<file path="config.mk">
export PLATFORM = sky130hd
export DESIGN_NAME = i2c_slave_status_engine
export DESIGN_NICKNAME = d
export VERILOG_FILES = /design/src/logic/i2c_slave_pkg.sv /design/src/logic/i2c_slave_status_engine.sv /design/src/logic/pin_sync.sv
export SDC_FILE = /design/constraint.sdc
export NUM_CORES = 1
export LEC_CHECK = 0
export BUFFER_PORTS_ARGS = -buffer_cell sky130_fd_sc_hd__buf_2
export CORE_AREA = 2 2 89 91
export DETAILED_ROUTE_END_ITERATION = 6
export DIE_AREA = 0 0 91 93
export PLACE_DENSITY_LB_ADDON = 0.05
export SETUP_SLACK_MARGIN = 0.02
export SLEW_MARGIN = 40
export SYNTH_ARGS = -nofsm -noshare
export SYNTH_HDL_FRONTEND = slang
export SYNTH_HIERARCHICAL = 1
export SYNTH_SLANG_ARGS = --single-unit
</file>
<file path="constraint.sdc">
create_clock -name clk -period 2.6 [get_ports clk]
set_input_delay 0.52 -clock clk [delete_from_list [all_inputs] [get_ports clk]]
set_output_delay 0.52 -clock clk [all_outputs]
set_load 0.05 [all_outputs]
</file>
<file path="src/logic/i2c_slave_pkg.sv">
// Notes on behaviour
// - After losing arbitration in the address phase and then acknowledging a general call, the status is 0x78.
// - A data byte received and acknowledged while addressed by the own address gives status 0x80.
// - A byte refused while addressed by the own address gives status 0x88, is dropped, and the slave becomes non-addressed.
// - An acknowledged data byte after a general call gives status 0x90, and only the first such byte is acknowledged.
// - A refused data byte after a general call gives status 0x98, is dropped, and the slave becomes non-addressed.
// - A stop or repeated start seen while addressed gives status 0xA0 and leaves the slave non-addressed with no data saved.
// - The own address with the read bit, acknowledged, gives status 0xA8 and starts slave transmission.
// - After losing arbitration in the address phase, being addressed for reading by the own address is acknowledged with status 0xB0.
// - A sent byte acknowledged by the master gives status 0xB8 and the next byte is expected in the data register.
// - A sent byte refused by the master gives status 0xC0 and the slave becomes non-addressed.
// - The acknowledged last byte of a slave transmission gives status 0xC8 and the slave becomes non-addressed.
// - Writing 0x14 to the control-set register releases the bus and returns the slave to the non-addressed state.
package i2c_slave_pkg;

  // ----------------------------------------------------------------
  // Register offsets
  // ----------------------------------------------------------------
  localparam logic [7:0] OFS_CONTROL_SET = 8'h00;
  localparam logic [7:0] OFS_STATE_CODE = 8'h04;
  localparam logic [7:0] OFS_SHIFT_DATA = 8'h08;
  localparam logic [7:0] OFS_OWN_ADDR = 8'h0C;
  localparam logic [7:0] OFS_CONTROL_CLEAR = 8'h18;
  localparam logic [7:0] OFS_INT_STATUS = 8'h1C;
  localparam logic [7:0] OFS_INT_MASK = 8'h20;

  // ----------------------------------------------------------------
  // Control and own-address bit positions
  // ----------------------------------------------------------------
  localparam int BIT_ENABLE = 6;
  localparam int BIT_START = 5;
  localparam int BIT_STOP = 4;
  localparam int BIT_EVENT = 3;
  localparam int BIT_ACK = 2;
  localparam int BIT_GC_ENABLE = 0;

  // ----------------------------------------------------------------
  // Interrupt status bit positions
  // ----------------------------------------------------------------
  localparam int INT_EVENT = 0;
  localparam int INT_ADDRESSED = 1;
  localparam int INT_BUS_END = 2;

  // ----------------------------------------------------------------
  // Status codes
  // ----------------------------------------------------------------
  localparam logic [7:0] ST_OWN_WRITE = 8'h60;
  localparam logic [7:0] ST_ARB_OWN_WRITE = 8'h68;
  localparam logic [7:0] ST_GC_WRITE = 8'h70;
  localparam logic [7:0] ST_ARB_GC_WRITE = 8'h78;
  localparam logic [7:0] ST_OWN_DATA_ACK = 8'h80;
  localparam logic [7:0] ST_OWN_DATA_NACK = 8'h88;
  localparam logic [7:0] ST_GC_DATA_ACK = 8'h90;
  localparam logic [7:0] ST_GC_DATA_NACK = 8'h98;
  localparam logic [7:0] ST_STOP_RESTART = 8'hA0;
  localparam logic [7:0] ST_OWN_READ = 8'hA8;
  localparam logic [7:0] ST_ARB_OWN_READ = 8'hB0;
  localparam logic [7:0] ST_TX_ACK = 8'hB8;
  localparam logic [7:0] ST_TX_NACK = 8'hC0;
  localparam logic [7:0] ST_TX_LAST_ACK = 8'hC8;
  localparam logic [7:0] ST_NO_INFO = 8'hF8;

  // ----------------------------------------------------------------
  // Reset values and counts
  // ----------------------------------------------------------------
  localparam logic [7:0] RST_BYTE = 8'h00;
  localparam logic [2:0] RST_INT = 3'h0;
  localparam logic [3:0] BITS_PER_BYTE = 4'h8;
  localparam logic [3:0] LAST_TX_BIT = 4'h7;

  typedef enum logic [2:0] {
    SL_IDLE = 3'b000,
    SL_ADDR = 3'b001,
    SL_ADDR_ACK = 3'b011,
    SL_RX_DATA = 3'b010,
    SL_RX_ACK = 3'b110,
    SL_TX_DATA = 3'b111,
    SL_TX_ACK = 3'b101
  } slave_state_e;

endpackage

</file>
<file path="src/logic/i2c_slave_status_engine.sv">
`timescale 1ns/1ps
`default_nettype none
module i2c_slave_status_engine
  import i2c_slave_pkg::*;
(
  // Clock, reset and enable
  input wire logic clk,
  input wire logic resetn,
  input wire logic ce,
  // Register port
  input wire logic [7:0] reg_addr,
  input wire logic [7:0] reg_wdata,
  input wire logic reg_wr,
  input wire logic reg_rd,
  output logic [7:0] reg_rdata,
  // Master half reports lost arbitration in the address phase
  input wire logic master_arb_lost,
  // Serial clock pin
  input wire logic scl_in,
  output logic scl_out,
  output logic scl_oe,
  // Serial data pin
  input wire logic sda_in,
  output logic sda_out,
  output logic sda_oe,
  // Interrupt
  output logic irq
);

  typedef struct packed {
    slave_state_e state;
    logic [3:0] bitcnt;
    logic [7:0] shift;
    logic [7:0] data;
    logic [7:0] own_addr;
    logic [7:0] status;
    logic enable;
    logic start_req;
    logic stop_req;
    logic si;
    logic aa;
    logic addressed;
    logic gc;
    logic read_mode;
    logic arb_lost;
    logic gc_byte_done;
    logic last_tx;
    logic tx_loaded;
    logic acked;
    logic scl_d;
    logic sda_d;
    logic scl_oe;
    logic sda_oe;
    logic line_low;
    logic [2:0] int_status;
    logic [2:0] int_mask;
    logic irq;
    logic [7:0] rdata;
  } core_s;

  core_s r;
  core_s n;
  logic [1:0] pins_sync;
  logic scl_s;
  logic sda_s;
  logic scl_rise;
  logic scl_fall;
  logic start_seen;
  logic stop_seen;
  logic own_match;
  logic gc_match;
  logic [2:0] int_set;

  // ----------------------------------------------------------------
  // Pin synchronisers
  // ----------------------------------------------------------------
  pin_sync u_sync (
    .clk(clk),
    .resetn(resetn),
    .ce(ce),
    .pin_in({scl_in, sda_in}),
    .pin_sync_out(pins_sync)
  );

  assign scl_s = pins_sync[1];
  assign sda_s = pins_sync[0];
  assign scl_rise = scl_s & ~r.scl_d;
  assign scl_fall = ~scl_s & r.scl_d;
  assign start_seen = r.scl_d & scl_s & r.sda_d & ~sda_s;
  assign stop_seen = r.scl_d & scl_s & ~r.sda_d & sda_s;
  assign own_match = (r.shift[7:1] == r.own_addr[7:1]);
  assign gc_match = (r.shift == RST_BYTE) & r.own_addr[BIT_GC_ENABLE];

  // ----------------------------------------------------------------
  // Next state
  // ----------------------------------------------------------------
  always_comb begin
    n = r;
    int_set = RST_INT;
    n.scl_d = scl_s;
    n.sda_d = sda_s;
    n.line_low = 1'b0;
    n.rdata = RST_BYTE;

    // Register reads answer in the following cycle; unmapped offsets read zero.
    if (reg_rd) begin
      case (reg_addr)
        OFS_CONTROL_SET: begin
          n.rdata[BIT_ENABLE] = r.enable;
          n.rdata[BIT_START] = r.start_req;
          n.rdata[BIT_STOP] = r.stop_req;
          n.rdata[BIT_EVENT] = r.si;
          n.rdata[BIT_ACK] = r.aa;
        end
        OFS_STATE_CODE: n.rdata = r.si ? r.status : ST_NO_INFO;
        OFS_SHIFT_DATA: n.rdata = r.data;
        OFS_OWN_ADDR: n.rdata = r.own_addr;
        OFS_INT_STATUS: n.rdata = {5'h00, r.int_status};
        OFS_INT_MASK: n.rdata = {5'h00, r.int_mask};
        default: n.rdata = RST_BYTE;
      endcase
    end

    // Software writes come first so that hardware events below win over a clear.
    if (reg_wr) begin
      case (reg_addr)
        OFS_CONTROL_SET: begin
          n.enable = r.enable | reg_wdata[BIT_ENABLE];
          n.start_req = r.start_req | reg_wdata[BIT_START];
          n.stop_req = r.stop_req | reg_wdata[BIT_STOP];
          n.aa = r.aa | reg_wdata[BIT_ACK];
        end
        OFS_CONTROL_CLEAR: begin
          n.enable = r.enable & ~reg_wdata[BIT_ENABLE];
          n.start_req = r.start_req & ~reg_wdata[BIT_START];
          n.si = r.si & ~reg_wdata[BIT_EVENT];
          n.aa = r.aa & ~reg_wdata[BIT_ACK];
        end
        OFS_SHIFT_DATA: n.data = reg_wdata;
        OFS_OWN_ADDR: n.own_addr = reg_wdata;
        OFS_INT_STATUS: n.int_status = r.int_status & ~reg_wdata[2:0];
        OFS_INT_MASK: n.int_mask = reg_wdata[2:0];
        default: n.int_mask = n.int_mask;
      endcase
    end

    if (master_arb_lost) begin
      n.arb_lost = 1'b1;
    end

    if (!r.enable) begin
      n.state = SL_IDLE;
      n.addressed = 1'b0;
      n.sda_oe = 1'b0;
    end else if (r.stop_req) begin
      // A stop request in slave mode releases the lines and returns the slave to the non-addressed idle state.
      n.state = SL_IDLE;
      n.addressed = 1'b0;
      n.sda_oe = 1'b0;
      n.stop_req = 1'b0;
    end else if (start_seen || stop_seen) begin
      if (r.addressed) begin
        n.si = 1'b1;
        n.status = ST_STOP_RESTART;
        int_set[INT_BUS_END] = 1'b1;
      end
      n.addressed = 1'b0;
      n.sda_oe = 1'b0;
      n.bitcnt = 4'h0;
      n.state = start_seen ? SL_ADDR : SL_IDLE;
    end else if (!r.si) begin
      case (r.state)
        SL_IDLE: n.state = SL_IDLE;
        SL_ADDR: begin
          if (scl_rise) begin
            n.shift = {r.shift[6:0], sda_s};
            n.bitcnt = r.bitcnt + 4'h1;
          end else if (scl_fall && r.bitcnt == BITS_PER_BYTE) begin
            // A general call with the read bit set is not a valid address.
            if (r.aa && (own_match || gc_match)) begin
              n.addressed = 1'b1;
              n.gc = gc_match & ~own_match;
              n.read_mode = r.shift[0];
              n.sda_oe = 1'b1;
              n.state = SL_ADDR_ACK;
            end else begin
              n.state = SL_IDLE;
            end
          end
        end
        SL_ADDR_ACK: begin
          if (scl_fall) begin
            n.sda_oe = 1'b0;
            n.si = 1'b1;
            n.bitcnt = 4'h0;
            n.arb_lost = 1'b0;
            n.gc_byte_done = 1'b0;
            int_set[INT_ADDRESSED] = 1'b1;
            if (r.read_mode) begin
              n.status = r.arb_lost ? ST_ARB_OWN_READ : ST_OWN_READ;
              n.tx_loaded = 1'b0;
              n.state = SL_TX_DATA;
            end else begin
              if (r.gc) begin
                n.status = r.arb_lost ? ST_ARB_GC_WRITE : ST_GC_WRITE;
              end else begin
                n.status = r.arb_lost ? ST_ARB_OWN_WRITE : ST_OWN_WRITE;
              end
              n.state = SL_RX_DATA;
            end
          end
        end
        SL_RX_DATA: begin
          if (scl_rise) begin
            n.shift = {r.shift[6:0], sda_s};
            n.bitcnt = r.bitcnt + 4'h1;
          end else if (scl_fall && r.bitcnt == BITS_PER_BYTE) begin
            // Hardware refuses every general-call byte after the first.
            n.acked = r.aa & ~(r.gc & r.gc_byte_done);
            n.sda_oe = r.aa & ~(r.gc & r.gc_byte_done);
            n.state = SL_RX_ACK;
          end
        end
        SL_RX_ACK: begin
          if (scl_fall) begin
            n.sda_oe = 1'b0;
            n.si = 1'b1;
            n.bitcnt = 4'h0;
            if (r.acked) begin
              n.data = r.shift;
              n.status = r.gc ? ST_GC_DATA_ACK : ST_OWN_DATA_ACK;
              n.gc_byte_done = r.gc;
              n.state = SL_RX_DATA;
            end else begin
              n.status = r.gc ? ST_GC_DATA_NACK : ST_OWN_DATA_NACK;
              n.addressed = 1'b0;
              n.state = SL_IDLE;
            end
          end
        end
        SL_TX_DATA: begin
          if (!r.tx_loaded) begin
            // Software has put the byte in place before releasing the flag.
            n.shift = r.data;
            n.last_tx = ~r.aa;
            n.sda_oe = ~r.data[7];
            n.tx_loaded = 1'b1;
          end else if (scl_fall) begin
            if (r.bitcnt == LAST_TX_BIT) begin
              n.sda_oe = 1'b0;
              n.bitcnt = 4'h0;
              n.state = SL_TX_ACK;
            end else begin
              n.shift = {r.shift[6:0], 1'b0};
              n.sda_oe = ~r.shift[6];
              n.bitcnt = r.bitcnt + 4'h1;
            end
          end
        end
        SL_TX_ACK: begin
          if (scl_rise) begin
            n.acked = ~sda_s;
          end else if (scl_fall) begin
            n.si = 1'b1;
            if (!r.acked) begin
              n.status = ST_TX_NACK;
              n.addressed = 1'b0;
              n.state = SL_IDLE;
            end else if (r.last_tx) begin
              n.status = ST_TX_LAST_ACK;
              n.addressed = 1'b0;
              n.state = SL_IDLE;
            end else begin
              n.status = ST_TX_ACK;
              n.tx_loaded = 1'b0;
              n.state = SL_TX_DATA;
            end
          end
        end
        default: n.state = SL_IDLE;
      endcase
    end

    if (n.si && !r.si) begin
      int_set[INT_EVENT] = 1'b1;
    end
    n.int_status = n.int_status | int_set;
    n.irq = |(n.int_status & n.int_mask);
    // Stretching is kept to non-idle states, so a report after a stop never blocks the bus.
    n.scl_oe = n.si & (n.state != SL_IDLE) & n.enable;
  end

  always_ff @(posedge clk) begin
    if (!resetn) begin
      r <= '0;
      r.state <= SL_IDLE;
      r.scl_d <= 1'b1;
      r.sda_d <= 1'b1;
    end else if (ce) begin
      r <= n;
    end
  end

  // ----------------------------------------------------------------
  // Outputs
  // ----------------------------------------------------------------
  assign reg_rdata = r.rdata;
  assign scl_out = r.line_low;
  assign sda_out = r.line_low;
  assign scl_oe = r.scl_oe;
  assign sda_oe = r.sda_oe;
  assign irq = r.irq;

endmodule // i2c_slave_status_engine
`default_nettype wire

</file>
<file path="src/logic/pin_sync.sv">
`timescale 1ns/1ps
`default_nettype none
module pin_sync
  import i2c_slave_pkg::*;
(
  // Clock and reset
  input wire logic clk,
  input wire logic resetn,
  input wire logic ce,
  // Raw pins and synchronised copies
  input wire logic [1:0] pin_in,
  output logic [1:0] pin_sync_out
);

  typedef struct packed {
    logic [1:0] first;
    logic [1:0] second;
  } sync_s;

  sync_s r;
  sync_s n;

  // A released open-drain line idles high, so both stages reset high.
  always_comb begin
    n = r;
    for (int i = 0; i < 2; i++) begin
      n.first[i] = pin_in[i];
      n.second[i] = r.first[i];
    end
  end

  always_ff @(posedge clk) begin
    if (!resetn) begin
      r <= '1;
    end else if (ce) begin
      r <= n;
    end
  end

  assign pin_sync_out = r.second;

endmodule // pin_sync
`default_nettype wire

</file>
# --- Word-level counts from Yosys, hierarchy flattened ---
# Index checks and enable logic that the tools add are counted.
op_classes:
  n_addsub: 1
  n_mul: 0
  div: 0
  magnitude_cmp: 0
  n_eq_ne: 53
  shift: 0
  n_mux: 139
  n_bitwise: 43
  n_reduce_logical: 31
ops:
  columns: ["op", "count"]
  rows:
  - ["$mux 8", 21]
  - ["$mux 15", 5]
  - ["$mux 1", 51]
  - ["$mux 3", 17]
  - ["$ne 5x5->1 const B", 10]
  - ["$mux 5", 9]
  - ["$mux 7", 6]
  - ["$reduce_and 9->1", 4]
  - ["$pmux 5 s6", 1]
  - ["$reduce_and 10->1", 3]
  - ["$ne 2x2->1 const B", 12]
  - ["$pmux 8 s3", 1]
  - ["$mux 23", 1]
  - ["$not 1->1", 18]
  - ["$pmux 3 s6", 1]
  - ["$and 1x1->1", 17]
  - ["$eq 8x4->1 const B", 2]
  - ["$eq 8x5->1 const B", 2]
  - ["$logic_not 8->1", 2]
  - ["$mux 16", 1]
  - ["$mux 2", 8]
  - ["$pmux 4 s4", 1]
  - ["$pmux 8 s2", 1]
  - ["$ne 3x3->1 const B", 5]
  - ["42 further kinds", 68]
totals:
  ff_bits: 75
  latch_bits: 0
  ramBits: 0
  mem_bits_ro: 0
  inputBits: 24
  out_inout_bits: 13
  elab_cells: 296
  mem_count: 0

# --- Logic depth before layout (Yosys ltp) ---
# Gate-level depths: netlist of run 1.
depth:
  ltp_word: 16
  mapped_depth: 8
  mapped_depth_nobuf: 8

# --- Cells and area by module ---
# The synthesis of run 1 kept the hierarchy.
modules_own_cells:
  columns: ["mod", "n_inst", "cells_per_inst", "area_per_inst_um2"]
  rows:
  - ["i2c_slave_status_engine", 1, 532, 4252.8]
  - ["pin_sync", 1, 13, 140.1]

# --- Least setup slack after synthesis of run 1 ---
# No wires, ideal clock.
synth_timing:
  path_type: "input -> register"
  start: "input port reg_addr[1]"
  end: "register r, in the netlist irq"
  arrival_time_ns: 1.940
  required_ns: 2.481
  setup_slack_ns: 0.541
  cell_stages: 6
  n_path_buf: 0
  cell_sequence: "or4_4 nor2_2 nand3_1 mux2i_1 a21oi_1 o221a_2"
synth_via:
  elab_chain_len: 15
  elab_cells_between_ends: 21
  cone_classes: "eq/ne (3); mux (14); bitwise (2); reduce/logical (2)"
synth_lines:
  columns: ["element", "line", "text"]
  rows:
  - ["start: declaration", "i2c_slave_status_engine.sv:11", "input wire logic [7:0] reg_addr,"]
  - ["$eq 8x5->1", "i2c_slave_status_engine.sv:126", "case (reg_addr)"]
  - ["$mux 1", "i2c_slave_status_engine.sv:126", null]
  - ["$mux 5", "i2c_slave_status_engine.sv:125", "if (reg_wr) begin"]
  - ["$mux 1", "i2c_slave_status_engine.sv:192, i2c_slave_status_engine.sv:225, i2c_slave_status_engine.sv:263", null]
  - ["$mux 1", "i2c_slave_status_engine.sv:261", "if (scl_rise) begin"]
  - ["$pmux 1 s2", "i2c_slave_status_engine.sv:172", "case (r.state)"]
  - ["$mux 1", "i2c_slave_status_engine.sv:171", "end else if (!r.si) begin"]
  - ["$mux 1", "i2c_slave_status_engine.sv:161", "end else if (start_seen || stop_seen) begin"]
  - ["$mux 1", "i2c_slave_status_engine.sv:155", "end else if (r.stop_req) begin"]
  - ["$mux 2", "i2c_slave_status_engine.sv:151", "if (!r.enable) begin"]
  - ["$logic_and 1x1->1", "i2c_slave_status_engine.sv:284", "if (n.si && !r.si) begin"]
  - ["$mux 1", "i2c_slave_status_engine.sv:284", null]
  - ["$or 3x3->3", "i2c_slave_status_engine.sv:287", "n.int_status = n.int_status | int_set;"]
  - ["$and 3x3->3 (*)", "i2c_slave_status_engine.sv:288", "n.irq = |(n.int_status & n.int_mask);"]
  - ["$reduce_or 3->1 (*)", "i2c_slave_status_engine.sv:288", null]
  - ["end signal: assignment", "i2c_slave_status_engine.sv:300", "r <= n;"]
  - ["end: declaration", "i2c_slave_status_engine.sv:61", "core_s r;"]
# Mark *: on every way between the ends. The rest lies on a longest branch, timed or not.
# A chain may end at the register's enable or synchronous reset.

# --- Worst setup path after layout of run 1 ---
layout_timing:
  start: "register r[32] in the netlist's numbering"
  end: "register r[63] in the netlist's numbering"
layout_via:
  elab_chain_len: 2
  elab_cells_between_ends: 3
  cone_classes: "eq/ne (2); reduce/logical (1)"
layout_lines:
  columns: ["element"]
  rows:
  - ["$ne 7x7->1 (no line)"]
  - ["$reduce_and 9->1 (no line) (*)"]
# Marks and branches as above.

==> results of run 1 <==
## routing by layer
metal  up-vias  wire (um)  track usage (%)  share of wire [%]
met5         -          0                0                  0
met4         0        296             9.97                2.3
met3        29        819             5.32                6.5
met2       191       6000             52.1                 48
met1      2028       5500             41.3                 44
li1       2024          -                -                  -
## worst register-to-register path, cell delays in order, from the launching register on
cell,delay [ps]
dfxtp_1,440
nand2b_1,260
a21oi_2,380
and3_1,400
o21ai_2,260
a221oi_1,360
a211oi_1,90
## power by group
part	switching, mW	internal [mW]
clock network	0.441	0.468
registers	0.00856	1.11
logic	0.103	0.0501
total	0.554	1.63
## worst min-delay path by stage
stage / from / endpoint / depth (start not counted)
after CTS: sda_in / u_sync/n[0]$_SDFFE_PN1P_ / 3
after floorplan: r[39]$_SDFFE_PN0P_ / r[39]$_SDFFE_PN0P_ / 2
after global routing: scl_in / u_sync/n[1]$_SDFFE_PN1P_ / 3
final: sda_in / u_sync/n[0]$_SDFFE_PN1P_ / 3
after detailed placement: r[39]$_SDFFE_PN0P_ / r[39]$_SDFFE_PN0P_ / 2
after global placement: r[39]$_SDFFE_PN0P_ / r[39]$_SDFFE_PN0P_ / 2
## registers in the layout, summed over array words and instances, names as in the netlist, named ones only
name / flops
reg_rdata: 8
r: 56
sda_oe: 1
scl_oe: 1
irq: 1
u_sync/n: 2
u_sync/pin_sync_out: 2
## synthesized netlist by cell type (3+ instances only)
library cell	n	area (sq um)
and3_1	6	37.5
xor2_1	3	26.3
buf_2	4	20.0
clkbuf_8	3	41.3
o211ai_1	4	30.0
a31oi_1	6	37.5
inv_1	10	37.5
xnor2_1	7	61.3
and2_1	4	25.0
nor3_1	11	55.1
nor4_1	3	18.8
dfxtp_1	72	1440
nor2b_1	16	100
a41oi_1	3	26.3
or4_1	3	22.5
o22ai_1	15	93.8
a21oi_1	50	250
nor3b_1	3	22.5
clkbuf_1	20	75.1
a221oi_1	8	70.1
and3b_1	4	35.0
nand2_1	60	225
mux2i_1	27	270
a311oi_1	3	26.3
a211o_1	3	26.3
nand4_1	9	56.3
o21ai_0	29	145
a22oi_1	8	60.1
mux4_2	4	90.1
nand2b_1	11	68.8
a211oi_1	7	52.6
or3_1	3	18.8
nand3_1	20	100
buf_4	12	90.1
nor2_1	41	154
o2bb2ai_1	3	26.3
## kinds of logic after synthesis
group,Yosys count,share of synthesized area (%)
DFF,72,32.8
and+or+nand+nor,209,24.5
adders and majority gates,2,0.570
buffers and inverters,55,7.18
xor gates and xnor gates,11,2.36
muxes,32,8.46
other,1,0.0854
AOI/OAI and AO/OA,163,24.1
## through the flow
step / worst slack (ps) / instance area (sq um) / hold WS, ps
after global placement: 298 / 4540 / 434
after global routing: 50.4 / 4740 / 391
after CTS: 358 / 4740 / 379
final: 285 / 4740 / 388
after floorplan: 541 / 4400 / 424
after detailed placement: 218 / 4540 / 439
## final cells by class
type / instances / area [sq um] / area share [%]
multi-input cells: 419 / 2640 / 55.7
flip-flops and latches: 72 / 1440 / 30.4
repair buffers: 50 / 290 / 6.13
clock buffers: 11 / 141 / 2.98
well taps: 102 / 128 / 2.69
clock inverters: 4 / 55.1 / 1.16
inverters: 11 / 41.3 / 0.872
==> results.sh, run 1 <==
export IMPL_status="complete, no violations"
export IMPL_start_util_pct=58.4
export IMPL_portBuffers=34
export IMPL_cts_htree_levels=3
export IMPL_die_area_sq_um=8460
export IMPL_synth_seq_area_share_pct=32.8
export IMPL_nets=589
export IMPL_path_clk_slew_ps=80
export IMPL_final_common_cell="dfxtp_1"
export IMPL_cts_root_buffer="clkbuf_8"
export IMPL_routedWlPerCell_um=18.9
export IMPL_grt_pass1_wl_um=20900
export IMPL_hold_viol=0
export IMPL_worstHoldPathType="input pin to flop"
export IMPL_slew_headroom_pct=58.6
export IMPL_vias=4272
export IMPL_cts_tree="yes"
export IMPL_dp_hpwl_um=9010
export IMPL_cts_sinks=72
export IMPL_finalMaxSlewViolations=0
export IMPL_drc=0
export IMPL_cp_buffers_inverters=0
export IMPL_total_power_mw=2.18
export IMPL_max_freq_mhz=432
export IMPL_syn_area_per_cell_sq_um=8.06
export IMPL_ir_drop_uv=277
export IMPL_critPathSlowestCell="dfxtp_1"
export IMPL_rsz0062_at_grt="false"
export IMPL_diodes=0
export IMPL_worstPathCellList="nand2b_1, a21oi_2, and3_1, o21ai_2, a221oi_1, a211oi_1"
export IMPL_cp_arrival_ps=2530
export IMPL_setup_worst_path_start="r[32]$_SDFFE_PN0P_"
export IMPL_cp_depth=6
export IMPL_rr_startpoint="r[32]$_SDFFE_PN0P_"
export IMPL_ys_types=77
export IMPL_post_cts_resize_count=0
export IMPL_gp_congestion=0.946
export IMPL_power_density_nw_per_um2=460
export IMPL_endpoint="r[63]$_SDFFE_PN0P_"
export IMPL_critical_path_top_delay_family="compound AO/OA/AOI/OAI gates"
export IMPL_wirelength_um=12600
export IMPL_post_cts_buffers=0
export IMPL_cp_start_kind="flop"
export IMPL_synth_edf_count=0
export IMPL_p_leak_nw=1.80
export IMPL_drt_initial_drc_count=290
export IMPL_ys_ff_latch=72
export IMPL_reg2reg_slack_ps=280
export IMPL_grt_overflow=0
export IMPL_min_period_ps=2320
export IMPL_nFillCells=717
export IMPL_cts_buffers=9
export IMPL_reg2reg_depth=6
export IMPL_tightest_slew_ps=621
export IMPL_clk_latency_ps=350
export IMPL_cp_data_required_time_ps=2810
export IMPL_fin_util_pct=62.9
export IMPL_crit_type="flop to flop"
export IMPL_ant_nets=0
export IMPL_cts_hold_buf=0
export IMPL_syn_area_sq_um=4390
export IMPL_finalNonFillerCells=669
export IMPL_crit_fanout=16
export IMPL_final_cell_mix="72 x dfxtp_1, 60 x nand2_1, 50 x a21oi_1, 41 x nor2_1, 34 x buf_2"
export IMPL_r2r_end="r[63]$_SDFFE_PN0P_"
export IMPL_slowest_delay_ps=440
export IMPL_dp_cells=654
export IMPL_area_growth_pct=7.83
export IMPL_grt_start_max_net_pins=52
export IMPL_grt_pass1_vias=4012
export IMPL_fin_setup_tns_ps=0
export IMPL_setup_viol=0
export IMPL_coreArea_sq_um=7530
export IMPL_globalRouteTotalUtil_pct=31.2
export IMPL_ys_flop_type="dfxtp_1"
export IMPL_rows=32
export IMPL_antenna_found_initial=0
export IMPL_synthCells=545
export IMPL_fp_dieH_um=93
export IMPL_cp_end_kind="flop"
export IMPL_yosysWarnings=6
export IMPL_die_width_um=91
export IMPL_clk_path_buf_depth=2
export IMPL_boundaryPins=37
export IMPL_vias_per_cell=6.39
export IMPL_drv_cap=0
export IMPL_dr_pass1_iters=4
export IMPL_drive_above_1_share_pct=15.2
export IMPL_finalCritPeriodShare_pct=89.1
export IMPL_synth_async_reset_ratio_pct=0
export IMPL_fin_skew_ps=10.8
No activity file was read; power rests on OpenSTA's default activity.
==> run 2, diff against run 1 <==
==> constraint.sdc (replaced) <==
create_clock -name clk -period 2.6 [get_ports clk]
set_input_delay 0.39 -clock clk [delete_from_list [all_inputs] [get_ports clk]]
set_output_delay 0.39 -clock clk [all_outputs]
set_load 0.05 [all_outputs]
==> results.sh, run 2 (synthesis gave the netlist of run 1 again) <==
export IMPL_antenna_found_initial=0
export IMPL_nets=588
export IMPL_crit_fanout=12
export IMPL_critPathSlowestCell="or4_1"
export IMPL_fin_setup_tns_ps=0
export IMPL_worstHoldPathType="input pin to flop"
export IMPL_cts_tree="yes"
export IMPL_power_internal_mw=1.52
export IMPL_crit_type="flop to flop"
export IMPL_cp_data_required_time_ps=2890
export IMPL_pwr_share_seq_pct=52.5
export IMPL_p_leak_nw=1.79
export IMPL_critical_path_top_delay_family="simple AND/OR/NAND/NOR gates"
export IMPL_clkPwrFrac_pct=40.4
export IMPL_vias=4269
export IMPL_grt_pass1_wl_um=20700
export IMPL_rows=32
export IMPL_die_width_um=91
export IMPL_cts_htree_levels=3
export IMPL_finalCritPeriodShare_pct=85.5
export IMPL_crit_path_frequent_cell="or4_1"
export IMPL_status="complete, no violations"
export IMPL_fp_dieH_um=93
export IMPL_setup_viol=0
export IMPL_boundaryPins=37
export IMPL_power_density_nw_per_um2=451
export IMPL_coreArea_sq_um=7530
export IMPL_cts_hold_buf=0
export IMPL_post_cts_resize_count=0
export IMPL_rsz0062_at_grt="false"
export IMPL_slew_headroom_pct=57.1
export IMPL_dr_pass1_iters=5
export IMPL_cp_buffers_inverters=0
export IMPL_cts_sinks=72
export IMPL_final_cell_mix="72 x dfxtp_1, 60 x nand2_1, 50 x a21oi_1, 41 x nor2_1, 34 x buf_2"
export IMPL_globalRouteTotalUtil_pct=31.1
export IMPL_dp_hpwl_um=9070
export IMPL_ir_drop_uv=245
export IMPL_pwr_share_comb_pct=7.1
export IMPL_ant_nets=0
export IMPL_swShare_pct=28.6
export IMPL_portBuffers=34
export IMPL_cts_root_buffer="clkbuf_8"
export IMPL_tightest_slew_ps=637
export IMPL_vias_per_cell=6.38
export IMPL_clk_path_buf_depth=2
export IMPL_cts_buffers=9
export IMPL_grt_start_max_net_pins=52
export IMPL_finalMaxSlewViolations=0
export IMPL_max_freq_mhz=450
export IMPL_p_sw_uw=609
export IMPL_start_util_pct=58.4
export IMPL_regMostFlops="r"
export IMPL_setup_worst_path_start="u_sync/pin_sync_out[1]$_SDFFE_PN1P_"
export IMPL_drv_cap=0
export IMPL_die_area_sq_um=8460
export IMPL_grt_overflow=0
export IMPL_wirelength_um=12700
export IMPL_fin_ws_ps=377
export IMPL_drc=0
export IMPL_post_cts_buffers=0
export IMPL_slowest_delay_ps=520
export IMPL_hold_viol=0
export IMPL_drt_initial_drc_count=294
export IMPL_final_common_cell="dfxtp_1"
export IMPL_gp_congestion=0.977
export IMPL_dp_slack_ps=329
export IMPL_rr_startpoint="u_sync/pin_sync_out[1]$_SDFFE_PN1P_"
export IMPL_area_growth_pct=7.38
export IMPL_cp_end_kind="flop"
export IMPL_largest_reg_flops=56
export IMPL_grt_pass1_vias=4033
export IMPL_hp_start="sda_in"
export IMPL_cp_arrival_ps=2510
export IMPL_cp_start_kind="flop"
export IMPL_worstPathCellList="and2b_1, nand2_1, or4_1, or4_1, a21oi_1"
export IMPL_routedWlPerCell_um=19.1
export IMPL_diodes=0
export IMPL_clk_latency_ps=370
export IMPL_drive_above_1_share_pct=15.3
export IMPL_path_clk_slew_ps=80
export IMPL_min_period_ps=2220
export IMPL_fin_skew_ps=11.1
## run 2: through the flow
step	utilization (%)	hold slack [ps]	cells	total power [mW]	cell area, sq um
after floorplan	-	424	546	1.24	4400
after CTS	62.7	242	669	2.14	4720
final	62.7	254	669	2.13	4720
after detailed placement	60.2	448	653	1.29	4530
after global placement	60.2	435	653	1.29	4530
after global routing	62.7	244	669	2.20	4720
## run 2: power by group through the flow
stage / combinational [mW] / sequential [mW] / clock (mW)
2_1_floorplan: 0.101 / 1.14 / 0
5_1_grt: 0.163 / 1.12 / 0.920
3_5_place_dp: 0.149 / 1.14 / 0
3_3_place_gp: 0.147 / 1.14 / 0
4_1_cts: 0.150 / 1.12 / 0.873
6_report: 0.151 / 1.12 / 0.860
## run 2: final timing paths
path,to,slack (ps),depth (start not counted)
worst max-delay path,r[23]$_SDFFE_PN0P_,380,5
worst min-delay path,u_sync/n[0]$_SDFFE_PN1P_,250,3
worst max register to register,r[23]$_SDFFE_PN0P_,380,5
worst min register to register,reg_rdata[7]$_SDFFE_PN0P_,460,2
## run 2: final cells by class
type,count,area [sq um]
fillers,711,2810
flip-flops and latches,72,1440
clock buffers,9,124
multi-input cells,419,2640
clock inverters,7,60.1
well taps,102,128
inverters,11,41.3
repair buffers,49,283
## run 2: worst reg2reg max path, delay by kind of cell, from the launching register on
kind,cells,cell delay (ps)
AND/OR/NAND/NOR,4,1580
flip-flops,1,420
AO/OA/AOI/OAI,1,160
## run 2: metal layers
metal	up-vias	wire length, um	GRT usage [%]
li1	2029	-	-
met1	1994	5450	40.1
met2	201	5890	50.4
met3	45	891	5.72
met4	0	521	15.0
met5	-	0	0
